**config.mk**
```make
export PLATFORM = sky130hd
export DESIGN_NAME = ribfc_top
export DESIGN_NICKNAME = d
export VERILOG_FILES = /design/src/ribfc_pkg.sv /design/src/ribfc_top.sv
export SDC_FILE = /design/constraint.sdc
export NUM_CORES = 2
export LEC_CHECK = 0
export ABC_AREA = 1
export BUFFER_PORTS_ARGS = -buffer_cell sky130_fd_sc_hd__buf_4
export CORE_MARGIN = 2
export CORE_UTILIZATION = 37
export CTS_BUF_LIST = sky130_fd_sc_hd__clkbuf_2 sky130_fd_sc_hd__clkbuf_4 sky130_fd_sc_hd__clkbuf_8
export CTS_CLUSTER_DIAMETER = 30
export DETAILED_ROUTE_END_ITERATION = 16
export PLACE_DENSITY = 0.57
export SLEW_MARGIN = 20
export SYNTH_ARGS = -nofsm -noshare
export SYNTH_HDL_FRONTEND = slang
export SYNTH_SLANG_ARGS = --single-unit
```
**constraint.sdc**
```tcl
create_clock -name clk_sys -period 20.8 [get_ports clk_sys]
set_input_delay 1.04 -clock clk_sys [delete_from_list [all_inputs] [get_ports clk_sys]]
set_output_delay 1.04 -clock clk_sys [all_outputs]
set_load 0.02 [all_outputs]
```
**src/ribfc_pkg.sv**
```systemverilog
// shared constants and types for the remote input buffer with flow control
package ribfc_pkg;
    localparam int          RIBFC_DEPTH     = 350;
    localparam int          RIBFC_CNT_W     = 9;
    localparam int          RIBFC_PCT_STOP  = 80;
    localparam int          RIBFC_PCT_GO    = 40;
    localparam logic [8:0]  RIBFC_STOP_LVL  = 9'(RIBFC_DEPTH * RIBFC_PCT_STOP / 100);
    localparam logic [8:0]  RIBFC_GO_LVL    = 9'(RIBFC_DEPTH * RIBFC_PCT_GO / 100);
    localparam logic [8:0]  RIBFC_LAST_IDX  = 9'(RIBFC_DEPTH - 1);
    localparam logic [7:0]  RIBFC_XOFF_CHR  = 8'h13;
    localparam logic [7:0]  RIBFC_XON_CHR   = 8'h11;
    localparam logic [8:0]  RIBFC_RST_CNT   = 9'h000;
    localparam logic [7:0]  RIBFC_EOI_DATA  = 8'h00;

    // one store entry: data byte or end-or-identify marker
    typedef struct packed {
        logic       eoi_mark;
        logic [7:0] data;
    } ribfc_entry_t;

    typedef enum logic [1:0] {
        RIBFC_IDLE = 2'b00,
        RIBFC_MARK = 2'b01
    } ribfc_wr_state_t;
endpackage

```
**src/ribfc_top.sv**
```systemverilog
// remote input buffer: command byte store with bus stall and serial pacing
//////////////////////////////////////////////////////////////////////////////
// Function
// - store up to 350 received bytes, parser drains in arrival order.
// - byte with end-or-identify terminator adds a separate marker entry.
// - hold not-ready on the parallel bus while the store is full.
// - one slot freed lets exactly one further byte through.
// - empty store at reset and on device clear or selected device clear.
// - send stop character when occupancy reaches 80 percent.
// - after stop, send resume character once occupancy drops below 40 percent.
// - hardware mode drops and raises request-to-send at the same levels.
module ribfc_top
    import ribfc_pkg::*;
(
    input  wire logic                   clk_sys,
    input  wire logic                   rst,
    input  wire logic                   rx_valid,
    input  wire logic [7:0]             rx_data,
    input  wire logic                   rx_eoi,
    output logic                        rx_ready,
    output logic                        bus_nrfd,
    input  wire logic                   dev_clear,
    input  wire logic                   hw_flow_sel,
    output ribfc_pkg::ribfc_entry_t     cmd_entry,
    output logic                        cmd_valid,
    input  wire logic                   cmd_ready,
    output logic                        tx_ctl_valid,
    output logic [7:0]                  tx_ctl_char,
    input  wire logic                   tx_ctl_ready,
    output logic                        host_rts,
    output logic [8:0]                  fill_level
);
    import ribfc_pkg::*;

    //////////////////////////////////////////////////////////////////////////
    // storage
    ribfc_entry_t       mem [RIBFC_DEPTH];
    logic [8:0]         wr_ptr_reg;
    logic [8:0]         wr_ptr_next;
    logic [8:0]         rd_ptr_reg;
    logic [8:0]         rd_ptr_next;
    logic [8:0]         count_reg;
    logic [8:0]         count_next;
    ribfc_wr_state_t    wst_reg;
    ribfc_wr_state_t    wst_next;
    logic               stopped_reg;
    logic               stopped_next;
    logic               tx_pend_reg;
    logic               tx_pend_next;
    logic [7:0]         tx_chr_reg;
    logic [7:0]         tx_chr_next;
    logic               push;
    logic               pop;
    ribfc_entry_t       wr_entry;
    logic               full;
    logic               empty;
    logic               above_stop;
    logic               below_go;

    // circular pointer step over the 350 slots
    function automatic logic [8:0] ptr_inc(input logic [8:0] p);
        if (p == RIBFC_LAST_IDX) begin
            return RIBFC_RST_CNT;
        end
        return 9'(p + 9'h001);
    endfunction

    //////////////////////////////////////////////////////////////////////////
    // handshake and status outputs
    always_comb begin
        full         = (count_reg == 9'(RIBFC_DEPTH));
        empty        = (count_reg == RIBFC_RST_CNT);
        // marker pending blocks new bytes so the marker follows its byte
        rx_ready     = !full && (wst_reg == RIBFC_IDLE) && !dev_clear;
        bus_nrfd     = !rx_ready;
        cmd_valid    = !empty;
        cmd_entry    = mem[rd_ptr_reg];
        pop          = cmd_valid && cmd_ready && !dev_clear;
        fill_level   = count_reg;
        tx_ctl_valid = tx_pend_reg;
        tx_ctl_char  = tx_chr_reg;
        // level follows the stop state in both modes
        host_rts     = !stopped_reg;
    end

    //////////////////////////////////////////////////////////////////////////
    // fixed-count thresholds: stop at or above, resume strictly below
    always_comb begin
        above_stop = (count_reg >= RIBFC_STOP_LVL);
        below_go   = (count_reg < RIBFC_GO_LVL);
    end

    //////////////////////////////////////////////////////////////////////////
    // write side: data byte, then optional marker
    always_comb begin
        wst_next = wst_reg;
        push     = 1'b0;
        wr_entry = '{eoi_mark: 1'b0, data: rx_data};
        if (dev_clear) begin
            wst_next = RIBFC_IDLE;
        end else if (wst_reg == RIBFC_MARK) begin
            if (!full) begin
                push     = 1'b1;
                wr_entry = '{eoi_mark: 1'b1, data: RIBFC_EOI_DATA};
                wst_next = RIBFC_IDLE;
            end
        end else if (rx_valid && rx_ready) begin
            push = 1'b1;
            if (rx_eoi) begin
                wst_next = RIBFC_MARK;
            end
        end
    end

    always_comb begin
        wr_ptr_next = push ? ptr_inc(wr_ptr_reg) : wr_ptr_reg;
        rd_ptr_next = pop ? ptr_inc(rd_ptr_reg) : rd_ptr_reg;
        count_next  = 9'(count_reg + {8'h00, push} - {8'h00, pop});
        if (dev_clear) begin
            wr_ptr_next = RIBFC_RST_CNT;
            rd_ptr_next = RIBFC_RST_CNT;
            count_next  = RIBFC_RST_CNT;
        end
    end

    always_ff @(posedge clk_sys) begin
        if (push) begin
            mem[wr_ptr_reg] <= wr_entry;
        end
    end

    always_ff @(posedge clk_sys or posedge rst) begin
        if (rst) begin
            wr_ptr_reg <= RIBFC_RST_CNT;
            rd_ptr_reg <= RIBFC_RST_CNT;
            count_reg  <= RIBFC_RST_CNT;
        end else begin
            wr_ptr_reg <= wr_ptr_next;
            rd_ptr_reg <= rd_ptr_next;
            count_reg  <= count_next;
        end
    end

    //////////////////////////////////////////////////////////////////////////
    // write-side state register
    always_ff @(posedge clk_sys or posedge rst) begin
        if (rst) begin
            wst_reg <= RIBFC_IDLE;
        end else begin
            wst_reg <= wst_next;
        end
    end

    //////////////////////////////////////////////////////////////////////////
    // serial pacing with hysteresis
    // a newer character overwrites one the transmitter has not yet taken
    always_comb begin
        stopped_next = stopped_reg;
        tx_pend_next = tx_pend_reg && !tx_ctl_ready;
        tx_chr_next  = tx_chr_reg;
        if (!stopped_reg && above_stop) begin
            stopped_next = 1'b1;
            if (!hw_flow_sel) begin
                tx_pend_next = 1'b1;
                tx_chr_next  = RIBFC_XOFF_CHR;
            end
        end else if (stopped_reg && below_go) begin
            stopped_next = 1'b0;
            if (!hw_flow_sel) begin
                tx_pend_next = 1'b1;
                tx_chr_next  = RIBFC_XON_CHR;
            end
        end
    end

    always_ff @(posedge clk_sys or posedge rst) begin
        if (rst) begin
            stopped_reg <= 1'b0;
            tx_pend_reg <= 1'b0;
            tx_chr_reg  <= RIBFC_XON_CHR;
        end else begin
            stopped_reg <= stopped_next;
            tx_pend_reg <= tx_pend_next;
            tx_chr_reg  <= tx_chr_next;
        end
    end
endmodule

```
; ---- Word level (Yosys, flattened, before mapping)
; Memory sizes are Yosys's and may differ from the RTL's.
; Index checks and enable logic that the tools add are counted.
[word_totals]
register_bits = 39
latch_bits = 0
mem_bits_rw = 3150
romBits = 0
output_inout_bits = 31
wordCells = 78
memories = 1
[mem_list]
columns = memory, words, word_bits, read_ports, rd_clocked_by_memory_dff, write_ports, line
row1 = mem, 350, 9, 1, 0, 1, ribfc_top.sv:37  ; ribfc_entry_t mem [RIBFC_DEPTH];
[classes]
addsub = 4
multipliers = 0
div = 0
n_lt_le_gt_ge = 2
eq_ne = 7
n_shift = 0
mux = 34
n_bitwise = 0
reduce_logical = 23
[ops]
columns = op, n
row1 = 2-to-1 mux 9 bit, 12
row2 = 2-to-1 mux 8 bit, 4
row3 = "equality test 9 bit, second input constant", 3
row4 = "adder 9 x 1 -> 9 bit, second input constant", 2
row5 = 2-to-1 mux 1 bit, 13
row6 = 2-to-1 mux 2 bit, 5
row7 = adder 9 x 1 -> 9 bit, 1
row8 = "greater-or-equal comparator 9 bit, second input constant", 1
row9 = logical NOT 9 bit, 1
row10 = "< comparator 9 x 8 -> 1 bit, second input constant", 1
row11 = subtractor 9 x 1 -> 9 bit, 1
row12 = logical AND 1 bit, 8
row13 = logical NOT 1 bit, 6
row14 = AND reduction 3 bit, 2
row15 = nonzero test 2 bit, 3
row16 = nonzero test 3 bit, 2
row17 = "!= test 2 bit, second input constant", 2
row18 = "!= test 3 bit, second input constant", 1
row19 = "equality test 2 x 1 -> 1 bit, second input constant", 1
row20 = logical NOT 2 bit, 1

; ---- Longest topological paths before layout
[depth]
depth_word = 11
mapped_depth = 21
ltp_nobuf = 21

; ---- Worst setup path after synthesis
; Ideal clock, no wire load.
[synth_timing]
path_type = input-to-reg
start = input port dev_clear
end = memory mem[0][0] (netlist name) (data pin)
setup_ns = 1.815
arrival_time_ns = 14.896
t_required_ns = 18.985
setup_slack_ns = 4.089
stages = 5
n_path_buf = 1
cell_sequence = clkbuf_1 inv_1 nand3_1 clkinv_1 nor2_1
[synth_lines]
columns = item, line
row1 = from (decl), ribfc_top.sv:22  ; input wire logic dev_clear,
row2 = to (decl), ribfc_top.sv:37

==> metrics.md <==
| Metric | Value |
|---|---|
| Most used DFF post-synth | `edfxtp_1` |
| Initial Util | `37.2%` |
| First-pass DRT Iterations | `6` |
| Total GRT Usage | `21.1%` |
| Synth Register Bits | `3181` |
| Register area share after synthesis | `72.7%` |
| Vias | `87800` |
| Critical Path Fanout Max | `89` |
| Max Slew Vio Count | `0` |
| Core Box Area | `0.353 mm^2` |
| Worst slew pin tran | `1340 ps` |
| Pin count of the biggest net entering global routing | `238` |
| Worst min path class | `input port to flop` |
| Cts-stage hold buffer count | `4` |
| PostCTS Resize Cnt | `0` |
| Global placement routability congestion | `0.836` |
| Drt first-iter violations | `10100` |
| Ports | `47` |
| Nets | `11400` |
| Site row count | `218` |
| First-pass GRT wire length | `571 mm` |
| CP required | `19760 ps` |
| MaxCap Viol Count | `0` |
| Yosys Warn Count | `0` |
| Share of post-route cells with drive strength above 1 | `11.0%` |
| Final worst clock skew | `61.0 ps` |
| Most frequent cells in the layout | `edfxtp_1, nor2_1, nand2_1` |
| Final Hold Vio Count | `0` |
| Setup repair after global routing missed its margin | `no` |
| Die area | `0.359 mm^2` |
| Top reg by flops | `mem` |
| Reg2reg path depth | `12` |
| Worst skew pair latency | `1170 ps` |
| Root Driver | `clkbuf_8` |
| CTS tree | `yes` |
| Power density over the cells | `106 mW/mm^2` |
| Slew headroom | `10.6%` |
| Avg Inst Size Synth | `11.7 um^2` |
| Final period demand of the worst path | `8660 ps` |
| Most common cell after layout, fill and taps aside | `edfxtp_1` |
| Cts bufs inserted | `629` |
| Period utilisation layout | `41.7%` |
| Max reg flops | `3150` |
| Drt via density | `5.30` |
| Detail Placement HPWL | `210 mm` |
| Die W | `599 um` |
| F_max | `115 MHz` |
| Area Overhead vs Synth | `13.4%` |
| Number of H-tree levels | `6` |
| Vias in the first global route | `86000` |
| Crit path to | `cmd_entry[5]` |
| Dpl cell area | `0.135 mm^2` |
| Final instance area | `0.149 mm^2` |
| CTS clk-pin slew, worst paths | `60 ps` |
| I/O Buffers | `39` |
| Pwr Total | `15.8 mW` |
| Fraction of registers with async set/reset | `0.975%` |
| Setup repair bufs after CTS | `0` |
| Worst Setup End Kind | `output port` |
| Max VDD drop | `0.0000852 V` |
| Status | `finished clean` |
| Die height | `599 um` |
| Reg2Reg Setup Slack | `15810 ps` |
| Cells after Synth | `11200` |
| WL final | `388 mm` |
| Setup TNS | `0 ps` |
| Reg2Reg Launch Point | `fill_level[5]` |
| Crit path kind | `flop to output port` |
| Startpoint Class | `flop` |
| Initial antenna violation count | `16` |
| Grt total ovfl | `0` |
| Synth Cell Area | `0.131 mm^2` |
| FF-to-FF End | `mem[158][7]` |
| Per-cell routed wire length | `23.4 um` |
| Remaining antenna violation count | `0` |
| Drt drc | `0` |
| Critical path startpoint | `rd_ptr_reg[0]` |
| Unique masters post-synth | `44` |
| Clk buf depth | `4` |
| Critical Path AT | `7620 ps` |
| Leakage power | `51.6 nW` |
| Fillers | `32700` |
| Post-synth EDFFs | `3150` |
| Final setup violation count | `0` |
| Clock Sinks | `3181` |
-- cell families (layout without fill, tap and decap cells) --
kind of cell,Yosys count,after routing,synth area share [%]
other,2,11,0.00573
xor gates and xnor gates,9,9,0.0601
adders and majority gates,26,26,0.254
AOI/OAI and AO/OA,1826,1826,7.54
buffers and inverters,1104,1700,4.03
DFF,3181,3181,72.7
and+or+nand+nor,5090,5090,15.4
-- critical path, cell delays in order (launching register included) --
cell and delay [ps]:
dfrtp_4 810, buf_4 820, buf_4 840, buf_4 800
buf_4 700, o21ai_0 250, o21ai_0 240, nand2_1 80
nand2_1 150, nand2_1 80, nand2_1 100, nor2_1 50
nand2_1 80, nand3_1 280, nand3_1 200, nand3_1 270
nand2_1 290, buf_4 190
-- report_power, final --
part	switching, mW	internal [mW]	total (mW)	leakage [nW]
registers	0.0256	7.08	7.10	28.8
logic	1.41	0.493	1.91	15.8
clock network	2.92	3.86	6.78	6.96
total	4.36	11.4	15.8	51.6
-- worst min path at each step --
stage / to / cells past startpoint / startpoint / slack [ps]
3_5_place_dp: tx_ctl_char[1] / 2 / tx_ctl_char[1] / 510
3_3_place_gp: tx_ctl_char[1] / 2 / tx_ctl_char[1] / 470
2_1_floorplan: wst_reg[0] / 2 / wst_reg[0] / 540
4_1_cts: fill_level[1] / 2 / dev_clear / 20
6_report: fill_level[1] / 2 / dev_clear / 130
5_1_grt: fill_level[1] / 2 / dev_clear / 50
-- layer usage --
layer / vias up / share of wire, % / global-route usage, %
li1: 39600 / - / -
met1: 43600 / 42 / 29.0
met2: 3947 / 47 / 33.9
met3: 638 / 8.1 / 3.66
met4: 0 / 3.0 / 6.99
met5: - / 0 / 0
-- metrics by stage --
step                      util, %  worst slack, ps  cells  hold slack [ps]
final                        42.2            12140  16600              130
after global routing         42.2            11960  16600             45.0
after CTS                    42.2            12310  16600             22.0
after detailed placement     38.3            13590  15400              509
after global placement       38.3            13620  15400              469
after floorplan                 -             4090  11200              542
-- synth_stat cells, types with 3 or more instances --
cell type  number  area (um^2)
xor2_1          7         61.3
clkinv_1        4         15.0
o32ai_1         3         26.3
nor2_1       2405         9030
o211ai_1      193         1450
nor3_1          4         20.0
a21oi_1       156          781
buf_1          81          304
nand3_1       707         3540
or2_2          44          275
or2_1           4         25.0
o21ai_1        66          330
clkbuf_1      256          961
dfrtp_1        31          776
nand4_1        22          138
buf_4         114          856
inv_1         358         1340
inv_2           3         11.3
o22ai_1       133          832
ha_1           25          313
nand2_1      1895         7110
buf_6          56          631
o221ai_1       19          166
buf_2         230         1150
o21ai_0      1248         6250
edfxtp_1     3150        94600
-- area by class of cell --
type / count / area [um^2] / share of cell area (%)
diodes: 4 / 10.0 / 0.00673
clock buffers: 754 / 9630 / 6.47
clock inverters: 387 / 3960 / 2.66
inverters: 366 / 1430 / 0.960
multi-input cells: 6958 / 30700 / 20.6
flip-flops and latches: 3181 / 95400 / 64.1
well taps: 4730 / 5920 / 3.98
repair buffers: 193 / 1740 / 1.17
Note: power is estimated with default switching activity, not from simulation.
